**src/core/gpp_pkg.sv**
```systemverilog
/*
 * Shared constants for the general-purpose port pin block: register
 * offsets, bit positions, reset values and the external interrupt sense
 * encoding.
 * Assumes a byte-wide register port with a small address space.
 */
package gpp_pkg;

   localparam int ADDR_W = 3;
   localparam int DATA_W = 8;

   // Register offsets
   localparam logic [ADDR_W-1:0] OFS_OUTPUT = 3'h0;
   localparam logic [ADDR_W-1:0] OFS_DIRECTION = 3'h1;
   localparam logic [ADDR_W-1:0] OFS_INPUT = 3'h2;
   localparam logic [ADDR_W-1:0] OFS_CONTROL = 3'h3;
   localparam logic [ADDR_W-1:0] OFS_IRQ_STATUS = 3'h4;
   localparam logic [ADDR_W-1:0] OFS_IRQ_MASK = 3'h5;

   // Bit positions
   localparam int CTRL_PUD_BIT = 0;
   localparam int STAT_EXT_BIT = 0;
   localparam int STAT_WAKE_BIT = 1;
   localparam int STAT_W = 2;

   // Reset values
   localparam logic [DATA_W-1:0] RST_DATA = 8'h00;
   localparam logic [STAT_W-1:0] RST_STAT = 2'h0;

   // External interrupt sense codes
   typedef enum logic [1:0] {
      GPP_SENSE_LOW = 2'b00,
      GPP_SENSE_ANY = 2'b01,
      GPP_SENSE_FALL = 2'b10,
      GPP_SENSE_RISE = 2'b11
   } gpp_sense_t;

endpackage

```
**src/core/gpp_pin_sync.sv**
```systemverilog
/*
 * Two-stage input synchroniser for one pin.
 * Assumes the pin level is already clamped as sleep requires; the first
 * stage stands in for a latch open while clk is high, so it captures the
 * level present at the falling edge.
 */
`timescale 1ns/100ps
`default_nettype none

module gpp_pin_sync (
   // Clock and reset
   input wire logic clk,
   input wire logic rstn,
   input wire logic ce,
   // Data
   input wire logic din,
   output logic dout
);

   logic hold_reg;
   logic hold_next;
   logic sample_reg;
   logic sample_next;

   always_comb begin
      hold_next = ce ? din : hold_reg;
      sample_next = ce ? hold_reg : sample_reg;
   end

   // Value held when the clock falls
   always_ff @(negedge clk or negedge rstn) begin
      if (!rstn) begin
         hold_reg <= 1'b0;
      end else begin
         hold_reg <= hold_next;
      end
   end

   // Held value loaded on the next rising edge
   always_ff @(posedge clk or negedge rstn) begin
      if (!rstn) begin
         sample_reg <= 1'b0;
      end else begin
         sample_reg <= sample_next;
      end
   end

   assign dout = sample_reg;

endmodule

`default_nettype wire

```
**src/core/gpp_port.sv**
```systemverilog
/*
 * One bidirectional general-purpose port: per-pin direction, output and
 * pull-up control, input synchronisers, deep-sleep input clamp, external
 * interrupt flag and a small register port for software.
 * Assumes the sleep controller, the interrupt controller and alternate
 * functions drive their control inputs synchronously to clk.
 */
// Summary of operation
// - Direction 0, output 1, pull-up disable 0: input with pull-up on.
// - Global pull-up disable turns off every pull-up; such pins float.
// - Direction 1 drives the pin to the output bit, ignoring pull-up disable.
// - Pin level readable in the input bit for any direction, via synchroniser.
// - Latch open while clock high, holds at fall, loads register on rise.
// - External transition reaches input bit after half to one and a half periods.
// - A software-written output value reaches the input bit after one period.
// - Deep sleep clamps each digital input to ground before the buffer.
// - Clamp bypassed for enabled external interrupt pins and alternate functions.
// - High interrupt pin sensing any change or a rising edge sets its flag when the clamp releases.
// - Inputs stay unclamped while deep sleep is low (active, idle); reset does not lift the clamp.
// - All pull-ups disabled while reset is active.
// - Writing one to an input bit inverts the matching output bit.
`timescale 1ns/100ps
`default_nettype none

module gpp_port
   import gpp_pkg::*;
#(
   parameter int NPINS = 6,
   parameter int INT_PIN = 1
) (
   // Clock, reset, enable
   input wire logic clk,
   input wire logic rstn,
   input wire logic ce,
   // Register port
   input wire logic [ADDR_W-1:0] reg_addr,
   input wire logic [DATA_W-1:0] reg_wdata,
   input wire logic reg_wr,
   input wire logic reg_rd,
   output logic [DATA_W-1:0] reg_rdata,
   // Pads
   input wire logic [NPINS-1:0] pad_in,
   output logic [NPINS-1:0] pad_out,
   output logic [NPINS-1:0] pad_oe,
   output logic [NPINS-1:0] pad_pullup,
   // System control
   input wire logic deep_sleep,
   input wire logic ext_int_enable,
   input wire logic [1:0] ext_int_sense,
   input wire logic [NPINS-1:0] alt_input_override,
   // Interrupt
   output logic irq
);

   logic [NPINS-1:0] out_reg;
   logic [NPINS-1:0] out_next;
   logic [NPINS-1:0] dir_reg;
   logic [NPINS-1:0] dir_next;
   logic pud_reg;
   logic pud_next;
   logic [STAT_W-1:0] stat_reg;
   logic [STAT_W-1:0] stat_next;
   logic [STAT_W-1:0] mask_reg;
   logic [STAT_W-1:0] mask_next;
   logic [DATA_W-1:0] rdata_reg;
   logic [DATA_W-1:0] rdata_next;
   logic [NPINS-1:0] pad_out_reg;
   logic [NPINS-1:0] pad_out_next;
   logic [NPINS-1:0] pad_oe_reg;
   logic [NPINS-1:0] pad_oe_next;
   logic [NPINS-1:0] pullup_reg;
   logic [NPINS-1:0] pullup_next;
   logic irq_reg;
   logic irq_next;
   logic int_prev_reg;
   logic int_prev_next;
   logic clamp_prev_reg;
   logic clamp_prev_next;

   logic [NPINS-1:0] clamp;
   logic [NPINS-1:0] din_gated;
   logic [NPINS-1:0] pin_sample;
   logic [DATA_W-1:0] wdata_pins;
   logic wr_output;
   logic wr_direction;
   logic wr_toggle;
   logic wr_control;
   logic wr_stat;
   logic wr_mask;
   logic int_now;
   logic int_edge;
   logic wake_event;
   logic [STAT_W-1:0] events;

   // Input clamp and synchroniser per pin
   genvar gi;
   generate
      for (gi = 0; gi < NPINS; gi++) begin : g_pin
         // Interrupt pin escapes the clamp while its request is enabled or its alternate function overrides
         if (gi == INT_PIN) begin : g_int
            assign clamp[gi] = deep_sleep && !alt_input_override[gi]
                               && !ext_int_enable;
         end else begin : g_plain
            assign clamp[gi] = deep_sleep && !alt_input_override[gi];
         end
         assign din_gated[gi] = clamp[gi] ? 1'b0 : pad_in[gi];

         gpp_pin_sync u_sync (
            .clk(clk),
            .rstn(rstn),
            .ce(ce),
            .din(din_gated[gi]),
            .dout(pin_sample[gi])
         );
      end
   endgenerate

   assign wdata_pins = reg_wdata;

   // Address decode
   always_comb begin
      wr_output = 1'b0;
      wr_direction = 1'b0;
      wr_toggle = 1'b0;
      wr_control = 1'b0;
      wr_stat = 1'b0;
      wr_mask = 1'b0;
      if (reg_wr && reg_addr == OFS_OUTPUT) begin
         wr_output = 1'b1;
      end else if (reg_wr && reg_addr == OFS_DIRECTION) begin
         wr_direction = 1'b1;
      end else if (reg_wr && reg_addr == OFS_INPUT) begin
         wr_toggle = 1'b1;
      end else if (reg_wr && reg_addr == OFS_CONTROL) begin
         wr_control = 1'b1;
      end else if (reg_wr && reg_addr == OFS_IRQ_STATUS) begin
         wr_stat = 1'b1;
      end else if (reg_wr && reg_addr == OFS_IRQ_MASK) begin
         wr_mask = 1'b1;
      end
   end

   // Software-visible control state
   always_comb begin
      out_next = out_reg;
      dir_next = dir_reg;
      pud_next = pud_reg;
      mask_next = mask_reg;
      if (wr_output) begin
         out_next = wdata_pins[NPINS-1:0];
      end else if (wr_toggle) begin
         out_next = out_reg ^ wdata_pins[NPINS-1:0];
      end
      if (wr_direction) begin
         dir_next = wdata_pins[NPINS-1:0];
      end
      if (wr_control) begin
         pud_next = reg_wdata[CTRL_PUD_BIT];
      end
      if (wr_mask) begin
         mask_next = reg_wdata[STAT_W-1:0];
      end
   end

   // Pad drive: flip-flops load the next control values, so outputs change on the same edge as control
   always_comb begin
      pad_out_next = out_next;
      pad_oe_next = dir_next;
      pullup_next = ~dir_next & out_next & {NPINS{~pud_next}};
   end

   // External interrupt edge detection; the clamp release makes a rising
   // edge on a high pin, which is how an unenabled pin gets its flag
   always_comb begin
      int_now = pin_sample[INT_PIN];
      int_prev_next = int_now;
      clamp_prev_next = clamp[INT_PIN];
      int_edge = 1'b0;
      case (ext_int_sense)
         GPP_SENSE_ANY: int_edge = int_now != int_prev_reg;
         GPP_SENSE_FALL: int_edge = !int_now && int_prev_reg;
         GPP_SENSE_RISE: int_edge = int_now && !int_prev_reg;
         default: int_edge = 1'b0;
      endcase
      // Release of the clamp on the interrupt pin itself
      wake_event = clamp_prev_reg && !clamp[INT_PIN];
   end

   // Sticky status: a new event wins over a same-cycle clear
   always_comb begin
      events = '0;
      events[STAT_EXT_BIT] = int_edge;
      events[STAT_WAKE_BIT] = wake_event;
      stat_next = stat_reg;
      if (wr_stat) begin
         stat_next = stat_reg & ~reg_wdata[STAT_W-1:0];
      end
      // Level sense keeps the flag clear
      if (ext_int_sense == GPP_SENSE_LOW) begin
         stat_next[STAT_EXT_BIT] = 1'b0;
      end
      stat_next = stat_next | events;
      irq_next = |(stat_next & mask_next);
   end

   // Read data, valid in the cycle after the strobe only
   always_comb begin
      rdata_next = RST_DATA;
      if (reg_rd) begin
         if (reg_addr == OFS_OUTPUT) begin
            rdata_next[NPINS-1:0] = out_reg;
         end else if (reg_addr == OFS_DIRECTION) begin
            rdata_next[NPINS-1:0] = dir_reg;
         end else if (reg_addr == OFS_INPUT) begin
            rdata_next[NPINS-1:0] = pin_sample;
         end else if (reg_addr == OFS_CONTROL) begin
            rdata_next[CTRL_PUD_BIT] = pud_reg;
         end else if (reg_addr == OFS_IRQ_STATUS) begin
            rdata_next[STAT_W-1:0] = stat_reg;
         end else if (reg_addr == OFS_IRQ_MASK) begin
            rdata_next[STAT_W-1:0] = mask_reg;
         end
      end
   end

   // Reset clears every pull-up and output enable at once, without clock
   always_ff @(posedge clk or negedge rstn) begin
      if (!rstn) begin
         out_reg <= '0;
         dir_reg <= '0;
         pud_reg <= 1'b0;
         stat_reg <= RST_STAT;
         mask_reg <= RST_STAT;
         rdata_reg <= RST_DATA;
         pad_out_reg <= '0;
         pad_oe_reg <= '0;
         pullup_reg <= '0;
         irq_reg <= 1'b0;
         int_prev_reg <= 1'b0;
         clamp_prev_reg <= 1'b0;
      end else if (ce) begin
         out_reg <= out_next;
         dir_reg <= dir_next;
         pud_reg <= pud_next;
         stat_reg <= stat_next;
         mask_reg <= mask_next;
         rdata_reg <= rdata_next;
         pad_out_reg <= pad_out_next;
         pad_oe_reg <= pad_oe_next;
         pullup_reg <= pullup_next;
         irq_reg <= irq_next;
         int_prev_reg <= int_prev_next;
         clamp_prev_reg <= clamp_prev_next;
      end
   end

   assign reg_rdata = rdata_reg;
   assign pad_out = pad_out_reg;
   assign pad_oe = pad_oe_reg;
   assign pad_pullup = pullup_reg;
   assign irq = irq_reg;

endmodule

`default_nettype wire

```
**config.mk**
```make
export PLATFORM = sky130hd
export DESIGN_NAME = gpp_port
export DESIGN_NICKNAME = d
export VERILOG_FILES = /design/src/core/gpp_pkg.sv /design/src/core/gpp_pin_sync.sv /design/src/core/gpp_port.sv
export SDC_FILE = /design/constraint.sdc
export NUM_CORES = 1
export LEC_CHECK = 0
export ABC_AREA = 1
export BUFFER_PORTS_ARGS = -buffer_cell sky130_fd_sc_hd__buf_4
export CELL_PAD_IN_SITES_DETAIL_PLACEMENT = 1
export CELL_PAD_IN_SITES_GLOBAL_PLACEMENT = 1
export CORE_UTILIZATION = 38
export CTS_CLUSTER_SIZE = 30
export DETAILED_ROUTE_END_ITERATION = 10
export GPL_ROUTABILITY_DRIVEN = 0
export PLACE_DENSITY_LB_ADDON = 0.1
export SYNTH_ARGS = -nofsm -noshare
export SYNTH_HDL_FRONTEND = slang
export SYNTH_SLANG_ARGS = --single-unit
```
**constraint.sdc**
```tcl
create_clock -name clk -period 1.66 [get_ports clk]
set_clock_uncertainty 0.1 [all_clocks]
set_input_delay 0.249 -clock clk [delete_from_list [all_inputs] [get_ports clk]]
set_output_delay 0.249 -clock clk [all_outputs]
set_load 0.02 [all_outputs]
```
* Word level (Yosys, flattened, before mapping)
Index checks and enable logic that the tools add are counted.
Storage, ports and cells: latch bits 0, logic and storage cells 113, bits in registers 44, memories kept 0, bits in writable memories 0, memory bits (read-only) 0
Cells by class: multiplexer cells 44, reductions and logical operators 29, shift-type cells 0, order comparisons 0, multipliers 0, bitwise operators 9, add/sub/neg operators 0, div/mod/pow operators 0, equality and inequality tests 9
Operators with widths (number):
- 2-to-1 mux 6 bit | 6
- 2-to-1 mux 1 bit | 31
- logical AND 1 bit | 16
- AND 6 bit | 2
- zero test 1 bit | 10
- 2-to-1 mux 2 bit | 5
- equality test 3 x 2 -> 1 bit, second input constant | 2
- equality test 3 bit, second input constant | 2
- NOT 6 bit | 1
- bitwise XOR 6 bit | 1
- AND 2 bit | 2
- equality test 2 bit, second input constant | 2
- 2-to-1 mux 4 bit | 1
- equality test 3 x 1 -> 1 bit, second input constant | 1
- zero test 3 bit | 1
- case mux 1 bit (3 select lines) | 1
- equality test 2 x 1 -> 1 bit, second input constant | 1
- zero test 2 bit | 1
- NOT 2 bit | 1
- OR 2 bit | 1
- OR reduction 2 bit | 1
- inequality test 1 bit | 1
- NOT 1 bit | 1

* Longest topological paths before layout
Gate-level depths: netlist of run 1.
word-level depth 12, mapped depth 10, depth with buffers taken out 9

* Cells and area by module
From an unflattened synthesis of run 1, not the netlist that was laid out.
Unflattened totals: cells, all modules 336, area, all modules 2437.3 um^2
Modules (own cells, without submodules):
- gpp_port | cells each 282, times used 1, seq. area each 800.8 um^2, area each 1979.4 um^2
- gpp_pin_sync | cells each 9, times used 6, seq. area each 50.0 um^2, area each 76.3 um^2

==> results of run 1 <==
## tightest hold or removal path: stages
cell and delay [ns]:
buf_4 0.12, nand2_1 0.08, a31oi_1 0.07
## report_power, final
group	leakage (uW)	total (uW)	switching, uW	internal (uW)
sequential	0.000559	1340	118	1220
clock	0.0000510	726	393	333
combinational	0.000908	797	479	317
total	0.00152	2860	991	1870
## metrics by stage
stage	cells	setup slack, ns	TNS, ns	utilization (%)
final	442	0.0732	0	49.5
after global routing	442	0.0252	0	49.5
after CTS	442	0.0683	0	49.5
after detailed placement	433	-0.132	-0.647	47.7
after global placement	433	-0.0987	-0.501	47.7
after floorplan	310	-0.000546	-0.000546	-
## metal layers
layer / share of wire [%] / global-route usage (%) / vias to the layer above
met5: 0 / 0 / -
met3: 2.9 / 3.71 / 6
met1: 48 / 31.1 / 1083
met4: 0.85 / 5.71 / 0
li1: - / - / 1108
met2: 48 / 38.2 / 44
## synthesized netlist by cell type, drive strengths merged (2+ instances only)
| master | count |
|---|---|
| o21ai | 44 |
| ha | 2 |
| nand2 | 110 |
| nor3 | 2 |
| o21a | 3 |
| nand4 | 5 |
| buf | 9 |
| inv | 24 |
| o211ai | 6 |
| nand3 | 16 |
| a21oi | 3 |
| a31oi | 3 |
| dfrtp | 38 |
| dfrtn | 6 |
| nor2 | 29 |
| clkbuf | 4 |
| or2 | 2 |
## cells by family (layout without fill, tap and decap cells)
group,after synthesis,count (layout),synth area share (%)
other cells,1,2,0.158
buf+inv,38,95,7.94
compound gates,59,59,13.7
flops,44,44,46.3
fa+ha+maj,2,2,1.05
simple gates,165,165,30.9
## layout make-up
cell class / count / share of cell area, %
Clock inverter: 2 / 0.338
Clock buffer: 6 / 2.79
Inverter: 25 / 3.67
Multi-Input combinational cell: 228 / 37.1
Tap cell: 75 / 3.17
Timing Repair Buffer: 62 / 15.8
Sequential cell: 44 / 37.2
## worst max-delay path by stage
| stage | startpoint | endpoint | slack, ns |
|---|---|---|---|
| 6_report | g_pin[3].u_sync.hold_reg$_DFFE_NN0P_ | g_pin[3].u_sync.dout$_DFFE_PN0P_ | 0.07 |
| 5_1_grt | g_pin[2].u_sync.hold_reg$_DFFE_NN0P_ | g_pin[2].u_sync.dout$_DFFE_PN0P_ | 0.03 |
| 4_1_cts | g_pin[3].u_sync.hold_reg$_DFFE_NN0P_ | g_pin[3].u_sync.dout$_DFFE_PN0P_ | 0.07 |
| 3_5_place_dp | deep_sleep | g_pin[3].u_sync.hold_reg$_DFFE_NN0P_ | -0.13 |
| 3_3_place_gp | deep_sleep | g_pin[4].u_sync.hold_reg$_DFFE_NN0P_ | -0.1 |
| 2_1_floorplan | ce | g_pin[1].u_sync.hold_reg$_DFFE_NN0P_ | -0.0005 |
==> impl_metrics.tcl, run 1 <==
set metrics [dict create \
    status "finished, final reports clean" \
    reg2reg_depth 2 \
    netlist_top_cells_area "dfrtp_1 40%, nand2_1 17%, o21ai_0 7.6%" \
    die_h_microns 81.1 \
    worstSkewPairLatency_ns 0.30 \
    peakVddDrop_v 0.000425 \
    cts-hold-fix-buffers 1 \
    totalWireLength_microns 6720 \
    crit_type "reg -> reg" \
    drive_above_1_share_pct 23.4 \
    vias 2241 \
    dp_hpwl_microns 4940 \
    final_common_cell "nand2_1" \
    portBuffers 54 \
    drcViolationCount 0 \
    timing.rr.start "g_pin[3].u_sync.hold_reg$_DFFE_NN0P_" \
    worstPathArrival_ns 1.72 \
    cts_max_level 2 \
    critPathMaxFanout 2 \
    grt_pass1_vias 2336 \
    numCtsBuffers 5 \
    slew_viol_final 0 \
    crit_buf_inv 1 \
    grt_setup_unrepaired "no" \
    multi_input_area_sq_um 1100 \
    clk_pin_slew_worst_paths_ns 0.09 \
    clock_sinks 44 \
    mostFrequentLayoutCells "107 x nand2_1, 61 x buf_4, 38 x dfrtp_1" \
    fillers 765 \
    rrSetupSlack_ns 0.07 \
    netlist_instances 309 \
    design_area_sq_um 2960 \
    synth_top_cell_area_share_pct 40.0 \
    core_area_sq_um 5990 \
    ctsRootBufferMaster "clkbuf_8" \
    grt_pass1_wl_microns 11400 \
    synthArstFlopShare_pct 100 \
    min_from "reg_wdata[2]" \
    syn_to_final_growth_pct 24.5 \
    ys_seq_area_share_pct 46.3 \
    synth_area_leader_cell "dfrtp_1" \
    post-cts-setup-buffers 0 \
    grt_usage_pct 23.0 \
    crit_path_end_kind "flop" \
    top_level_ports 59 \
    p_per_area_nw_per_um2 966 \
    cts_tree "yes" \
    grt_overflow 0 \
    maxCapViolCount 0 \
    p_total_uw 2860 \
    fin_nets 400 \
    path_depth 2 \
    drtIter0Drc 81 \
    cp-start-kind "flop" \
    synth_area_sq_um 2380 \
    cts_max_path_buffers 2 \
    postSynthRegisterBits 44 \
    fin_hold_ws_ns 0.154 \
    required_ns 1.79 \
    fp.dieW_microns 81.1 \
    rows 28 \
    yosysWarnings 0 \
    initial_core_util_pct 39.7 \
    ant_nets 0 \
    rr_endpoint "g_pin[3].u_sync.dout$_DFFE_PN0P_" \
    num_antenna_cells 0 \
    antenna_found_initial 0 \
    grt_max_degree 29 \
    hold_depth 3 \
    avgRoutedWirePerCell_microns 15.2 \
    synth_flop_cell "dfrtp_1" \
    cp_slowest_cell "dfrtn_1" \
    firstDrtPassIters 4 \
    hold_path_end "pad_oe[2]$_DFFE_PN0P_" \
    crit_chain "inv_1 -> o21ai_0" \
    hold_path.class "in -> reg" \
    cp_top_family "flip-flops" \
    finalSetupViolCount 0 \
    hold_viol_final 0 \
    leakage_uw 0.00152 \
    place_area_sq_um 2860 \
    synth_edf_count 0 \
    max_stage_delay_ns 0.39 \
    synth.avg_cell_area_sq_um 7.70 \
    seq_area_sq_um 1100 \
    cts_resized 0 \
    synth_cell_type_count 34 \
    viasPerCell 5.07 \
    die_area_sq_um 6580 \
]
No activity file was read; power rests on OpenSTA's default activity.
==> inputs of run 2 (changes only) <==
--- a/config.mk
+++ b/config.mk
@@ -5,11 +5,10 @@
 export SDC_FILE = /design/constraint.sdc
 export NUM_CORES = 1
 export LEC_CHECK = 0
-export ABC_AREA = 1
 export BUFFER_PORTS_ARGS = -buffer_cell sky130_fd_sc_hd__buf_4
 export CELL_PAD_IN_SITES_DETAIL_PLACEMENT = 1
 export CELL_PAD_IN_SITES_GLOBAL_PLACEMENT = 1
-export CORE_UTILIZATION = 38
+export CORE_UTILIZATION = 33
 export CTS_CLUSTER_SIZE = 30
 export DETAILED_ROUTE_END_ITERATION = 10
 export GPL_ROUTABILITY_DRIVEN = 0
==> constraint.sdc (replaced) <==
create_clock -name clk -period 2 [get_ports clk]
set_clock_uncertainty 0.1 [all_clocks]
set_input_delay 0.3 -clock clk [delete_from_list [all_inputs] [get_ports clk]]
set_output_delay 0.3 -clock clk [all_outputs]
set_load 0.02 [all_outputs]
==> run 2 against run 1 <==
Against the previous run:
- via count is 9.4% lower
- power decreased by 8.4%
- design area rose by 2.9%
- combinational power fell by 8.2%
- synthesized area is 0.21% lower
- die area up 15%
- routed wire length decreased by 0.74%
- setup slack improved by 0.077 ns
- largest cell class is now multi-input combinational cells
==> impl_metrics.tcl, run 2 <==
set metrics [dict create \
    synth_area_leader_cell "dfrtp_1" \
    rows 30 \
    seq_area_sq_um 1100 \
    antenna_found_initial 0 \
    p_per_area_nw_per_um2 860 \
    netlist_instances 237 \
    crit_path_end_kind "flop" \
    status "finished, final reports clean" \
    grt_max_degree 30 \
    grt_setup_unrepaired "no" \
    peakVddDrop_v 0.000277 \
    grt_pass1_wl_microns 11400 \
    synth_area_sq_um 2370 \
    setup_ws_ns 0.150 \
    clk_pin_slew_worst_paths_ns 0.09 \
    ys_seq_area_share_pct 46.4 \
    post-cts-setup-buffers 0 \
    synth_top_cell_area_share_pct 40.0 \
    met2_usage_pct 33.6 \
    fp.dieW_microns 86.8 \
    netlist_top_cells_area "dfrtp_1 40%, dfrtn_1 6.3%, a21oi_1 4.0%" \
    cts-hold-fix-buffers 1 \
    cp-start-kind "input port" \
    initial_core_util_pct 34.6 \
    final_util_pct 44.4 \
    hold_viol_final 0 \
    fin_cells 392 \
    synth_flop_cell "dfrtp_1" \
    dp.cells 383 \
    fin_nets 329 \
    grt_overflow 0 \
    required_ns 1.05 \
    multi_input_area_sq_um 1160 \
    grt_usage_pct 19.7 \
    cts_max_path_buffers 2 \
    critPathMaxFanout 2 \
    yosysWarnings 0 \
    design_area_sq_um 3050 \
    leakage_uw 0.00145 \
    totalWireLength_microns 6670 \
    firstDrtPassIters 4 \
    synth_edf_count 0 \
    core_area_sq_um 6870 \
    top_level_ports 59 \
    postSynthRegisterBits 44 \
    num_antenna_cells 0 \
    drcViolationCount 0 \
    synth.avg_cell_area_sq_um 10.0 \
    worstSkewPairLatency_ns 0.30 \
    avgRoutedWirePerCell_microns 17.0 \
    crit_type "in -> reg" \
    top_usage_layer "met2" \
    finalSetupViolCount 0 \
    die_h_microns 86.8 \
    die_area_sq_um 7540 \
    drive_above_1_share_pct 31.1 \
    met3_usage_pct 3.62 \
    grt_pass1_vias 2237 \
    fillers 801 \
    portBuffers 54 \
    place_area_sq_um 2930 \
    viasPerCell 5.18 \
    dp_hpwl_microns 4740 \
    cts_resized 0 \
    mostFrequentLayoutCells "67 x buf_4, 38 x dfrtp_1, 19 x a21oi_1" \
    worstPathArrival_ns 0.90 \
    synthArstFlopShare_pct 100 \
    ant_nets 0 \
    numCtsBuffers 5 \
    syn_to_final_growth_pct 28.3 \
    hold_path.class "in -> reg" \
    cts_max_level 2 \
    drtIter0Drc 60 \
    final_common_cell "buf_4" \
    cts_tree "yes" \
    maxCapViolCount 0 \
    vias 2030 \
    post-place-ws_ns -0.168 \
    synth_cell_type_count 46 \
    clock_sinks 44 \
    synthTopCellsByCount "38 x dfrtp_1, 19 x a21oi_1, 19 x o21ai_0, 11 x nand2_1, 11 x nand3_1" \
    ctsRootBufferMaster "clkbuf_8" \
    synth.most_common_cell "dfrtp_1" \
    slew_viol_final 0 \
    global_route.usage.met1_pct 25.9 \
]
## run 2: cell types whose count changed after synthesis, moves of 5 or more
cell,before,now
clkbuf_1,4,10
nor2_1,25,8
inv_1,21,9
a21oi_1,3,19
mux2_2,0,7
mux2i_1,0,6
mux2_1,0,8
a21boi_0,0,5
nor2b_1,0,8
o21ai_0,36,19
a41o_1,0,8
nand2_1,107,11
## run 2: layer usage
layer / up-vias / part of all wire [%]
li1: 985 / -
met1: 998 / 48
met4: 0 / 0.63
met3: 4 / 3.9
met5: - / 0
met2: 43 / 48
## run 2: metrics by stage
stage	power [uW]	setup TNS [ns]	hold slack (ns)
after floorplan	1590	-0.235	-0.0956
after global placement	1920	-0.514	0.123
after detailed placement	1940	-0.628	0.119
after CTS	2650	0	0.134
after global routing	2770	0	0.150
final	2620	0	0.146
## run 2: where the power goes
part / switching [uW] / internal, uW
logic: 386 / 347
clock network: 330 / 370
registers: 150 / 1040
## run 2: final timing paths
kind	startpoint	cells past startpoint	slack, ns	endpoint
worst max-delay path	ext_int_enable	4	0.15	g_pin[1].u_sync.hold_reg$_DFFE_NN0P_
worst min-delay path	reg_wdata[4]	2	0.15	pad_oe[4]$_DFFE_PN0P_
worst max register to register	g_pin[5].u_sync.hold_reg$_DFFE_NN0P_	1	0.19	g_pin[5].u_sync.dout$_DFFE_PN0P_
worst min register to register	g_pin[1].u_sync.hold_reg$_DFFE_NN0P_	2	0.37	g_pin[1].u_sync.hold_reg$_DFFE_NN0P_
max in group asynchronous	rstn	2	0.30	g_pin[4].u_sync.hold_reg$_DFFE_NN0P_
min in group asynchronous	rstn	2	0.34	clamp_prev_reg$_DFFE_PN0P_
## run 2: cell type report
type,count,area share (%)
Clock inverter,3,1.40
Clock buffer,5,2.26
Timing Repair Buffer,68,16.8
Multi-Input combinational cell,164,38.0
Inverter,12,1.48
Sequential cell,44,36.1
Tap cell,96,3.94
## run 2: critical path: stages
cell and delay (ns):
buf_4 0.11, or3_4 0.38, nand3_2 0.06, o21ai_1 0.05
## run 2: cell families (layout without fill, tap and decap cells)
group / after synthesis / after routing / synth area share [%]
AOI/OAI and AO/OA: 80 / 80 / 22.7
and+or+nand+nor: 58 / 58 / 14.0
buffers and inverters: 30 / 88 / 5.48
DFF: 44 / 44 / 46.4
other: 1 / 2 / 0.158
muxes: 22 / 22 / 10.2
adders and majority gates: 2 / 2 / 1.05
==> inputs of run 3 (changes only) <==
==> constraint.sdc (replaced) <==
create_clock -name clk -period 2 [get_ports clk]
set_clock_uncertainty 0.1 [all_clocks]
set_input_delay 0.2 -clock clk [delete_from_list [all_inputs] [get_ports clk]]
set_output_delay 0.2 -clock clk [all_outputs]
set_load 0.02 [all_outputs]
==> run 3 against run 2 <==
Against the previous run:
- critical path depth down 3
- highest routed layer unchanged
- sequential share of layout area increased by 0.25 points
- cell count decreased by 0.26%
==> impl_metrics.tcl, run 3 (same netlist as run 2, synthesis figures left out) <==
set metrics [dict create \
    critPathMaxFanout 2 \
    ant_nets 0 \
    drive_above_1_share_pct 30.8 \
    hold_viol_final 0 \
    cp_slowest_cell "dfrtn_1" \
    crit_path_end_kind "flop" \
    mostFrequentLayoutCells "66 x buf_4, 38 x dfrtp_1, 19 x o21ai_0, 19 x a21oi_1, 11 x nand2_1" \
    dp_hpwl_microns 4630 \
    post-cts-setup-buffers 0 \
    viasPerCell 5.21 \
    totalWireLength_microns 6390 \
    hold_depth 2 \
    num_antenna_cells 0 \
    fin_nets 328 \
    cp-start-kind "flop" \
    p_per_area_nw_per_um2 830 \
    required_ns 2.09 \
    post-place-ws_ns -0.114 \
    crit_type "reg -> reg" \
    cts_max_path_buffers 2 \
    drcViolationCount 0 \
    core_area_sq_um 6870 \
    initial_core_util_pct 34.6 \
    ctsRootBufferMaster "clkbuf_8" \
    grt_pass1_vias 2136 \
    finalSetupViolCount 0 \
    cp_top_family "flip-flops" \
    worstSkewPairLatency_ns 0.30 \
    crit_chain "mux2_2" \
    grt_pass1_wl_microns 10900 \
    min_from "reg_wdata[4]" \
    die_area_sq_um 7540 \
    slew_viol_final 0 \
    max_stage_delay_ns 0.35 \
    fillers 805 \
    worstPathArrival_ns 1.91 \
    avgRoutedWirePerCell_microns 16.4 \
    vias 2036 \
    fp.dieW_microns 86.8 \
    maxCapViolCount 0 \
    setup_ws_ns 0.186 \
    clock_sinks 44 \
    reg2reg_depth 1 \
    rr_endpoint "g_pin[4].u_sync.dout$_DFFE_PN0P_" \
    top_level_ports 59 \
    die_h_microns 86.8 \
    final_common_cell "buf_4" \
    antenna_found_initial 0 \
    leakage_uw 0.00143 \
    grt_overflow 0 \
    grt_max_degree 30 \
    numCtsBuffers 5 \
    hold_path_end "pad_oe[4]$_DFFE_PN0P_" \
    portBuffers 54 \
    rows 30 \
    drtIter0Drc 88 \
    timing.rr.start "g_pin[4].u_sync.hold_reg$_DFFE_NN0P_" \
    clk_pin_slew_worst_paths_ns 0.09 \
    grt_setup_unrepaired "no" \
    final_util_pct 44.1 \
    crit_buf_inv 0 \
    syn_to_final_growth_pct 27.4 \
    peakVddDrop_v 0.000339 \
    cts_tree "yes" \
    hold_path.class "in -> reg" \
    cts_max_level 2 \
    grt_usage_pct 19.0 \
    status "finished, final reports clean" \
    firstDrtPassIters 4 \
    rrSetupSlack_ns 0.19 \
]
run 3: cell count changes in the layout (fill, tap and decap cells not counted):
cell / delta
o21ai_1: -1
clkbuf_8: +1
bufinv_16: -1
o21ai_0: +1
clkinv_2: -1
clkinvlp_4: +1
buf_4: -1
run 3: per-stage QoR:
| step | std cells | hold WS [ns] | setup TNS [ns] | total power [uW] | instance area, sq um |
|---|---|---|---|---|---|
| floorplan | 238 | -0.196 | 0 | 1590 | 2390 |
| detailed placement | 382 | 0.0246 | -0.141 | 1940 | 2920 |
| CTS | 391 | 0.0318 | 0 | 2540 | 3030 |
| global placement | 382 | 0.0270 | -0.0901 | 1920 | 2920 |
| global route | 391 | 0.0330 | 0 | 2670 | 3030 |
| finish | 391 | 0.0352 | 0 | 2510 | 3030 |
run 3: worst max path at each step:
stage,from,endpoint,depth (start not counted)
final,g_pin[4].u_sync.hold_reg$_DFFE_NN0P_,g_pin[4].u_sync.dout$_DFFE_PN0P_,1
after detailed placement,ext_int_enable,g_pin[1].u_sync.hold_reg$_DFFE_NN0P_,4
after global routing,g_pin[0].u_sync.hold_reg$_DFFE_NN0P_,g_pin[0].u_sync.dout$_DFFE_PN0P_,1
after CTS,g_pin[4].u_sync.hold_reg$_DFFE_NN0P_,g_pin[4].u_sync.dout$_DFFE_PN0P_,1
after global placement,ext_int_enable,g_pin[1].u_sync.hold_reg$_DFFE_NN0P_,4
after floorplan,ext_int_enable,g_pin[1].u_sync.hold_reg$_DFFE_NN0P_,3
run 3: layer usage:
layer  GRT usage [%]  wire [microns]  vias to the layer above
met5               0               0                        -
met2            29.8            2930                       56
met3            4.00             267                        8
li1                -               -                      982
met4            6.06              92                        0
met1            26.3            3100                      990
run 3: what timing repair did:
| action | 4_1_cts | 5_1_grt |
|---|---|---|
| hold buffers | 1 | 0 |
| hold endpoints to repair | 17 | 0 |
| resized for setup | 0 | 0 |
run 3: where the power goes:
part           switching, uW  leakage (uW)  internal, uW
clock                    322     0.0000434           280
sequential               145      0.000556          1040
combinational            380      0.000830           345
total                    847       0.00143          1660
run 3: layout make-up:
| class | instances | area, sq um | area share [%] |
|---|---|---|---|
| Clock buffer | 6 | 82.6 | 2.73 |
| Inverter | 12 | 45.0 | 1.49 |
| Multi-Input combinational cell | 164 | 1160 | 38.2 |
| Sequential cell | 44 | 1100 | 36.4 |
| Timing Repair Buffer | 67 | 505 | 16.7 |
| Tap cell | 96 | 120 | 3.97 |
| Clock inverter | 2 | 15.0 | 0.496 |
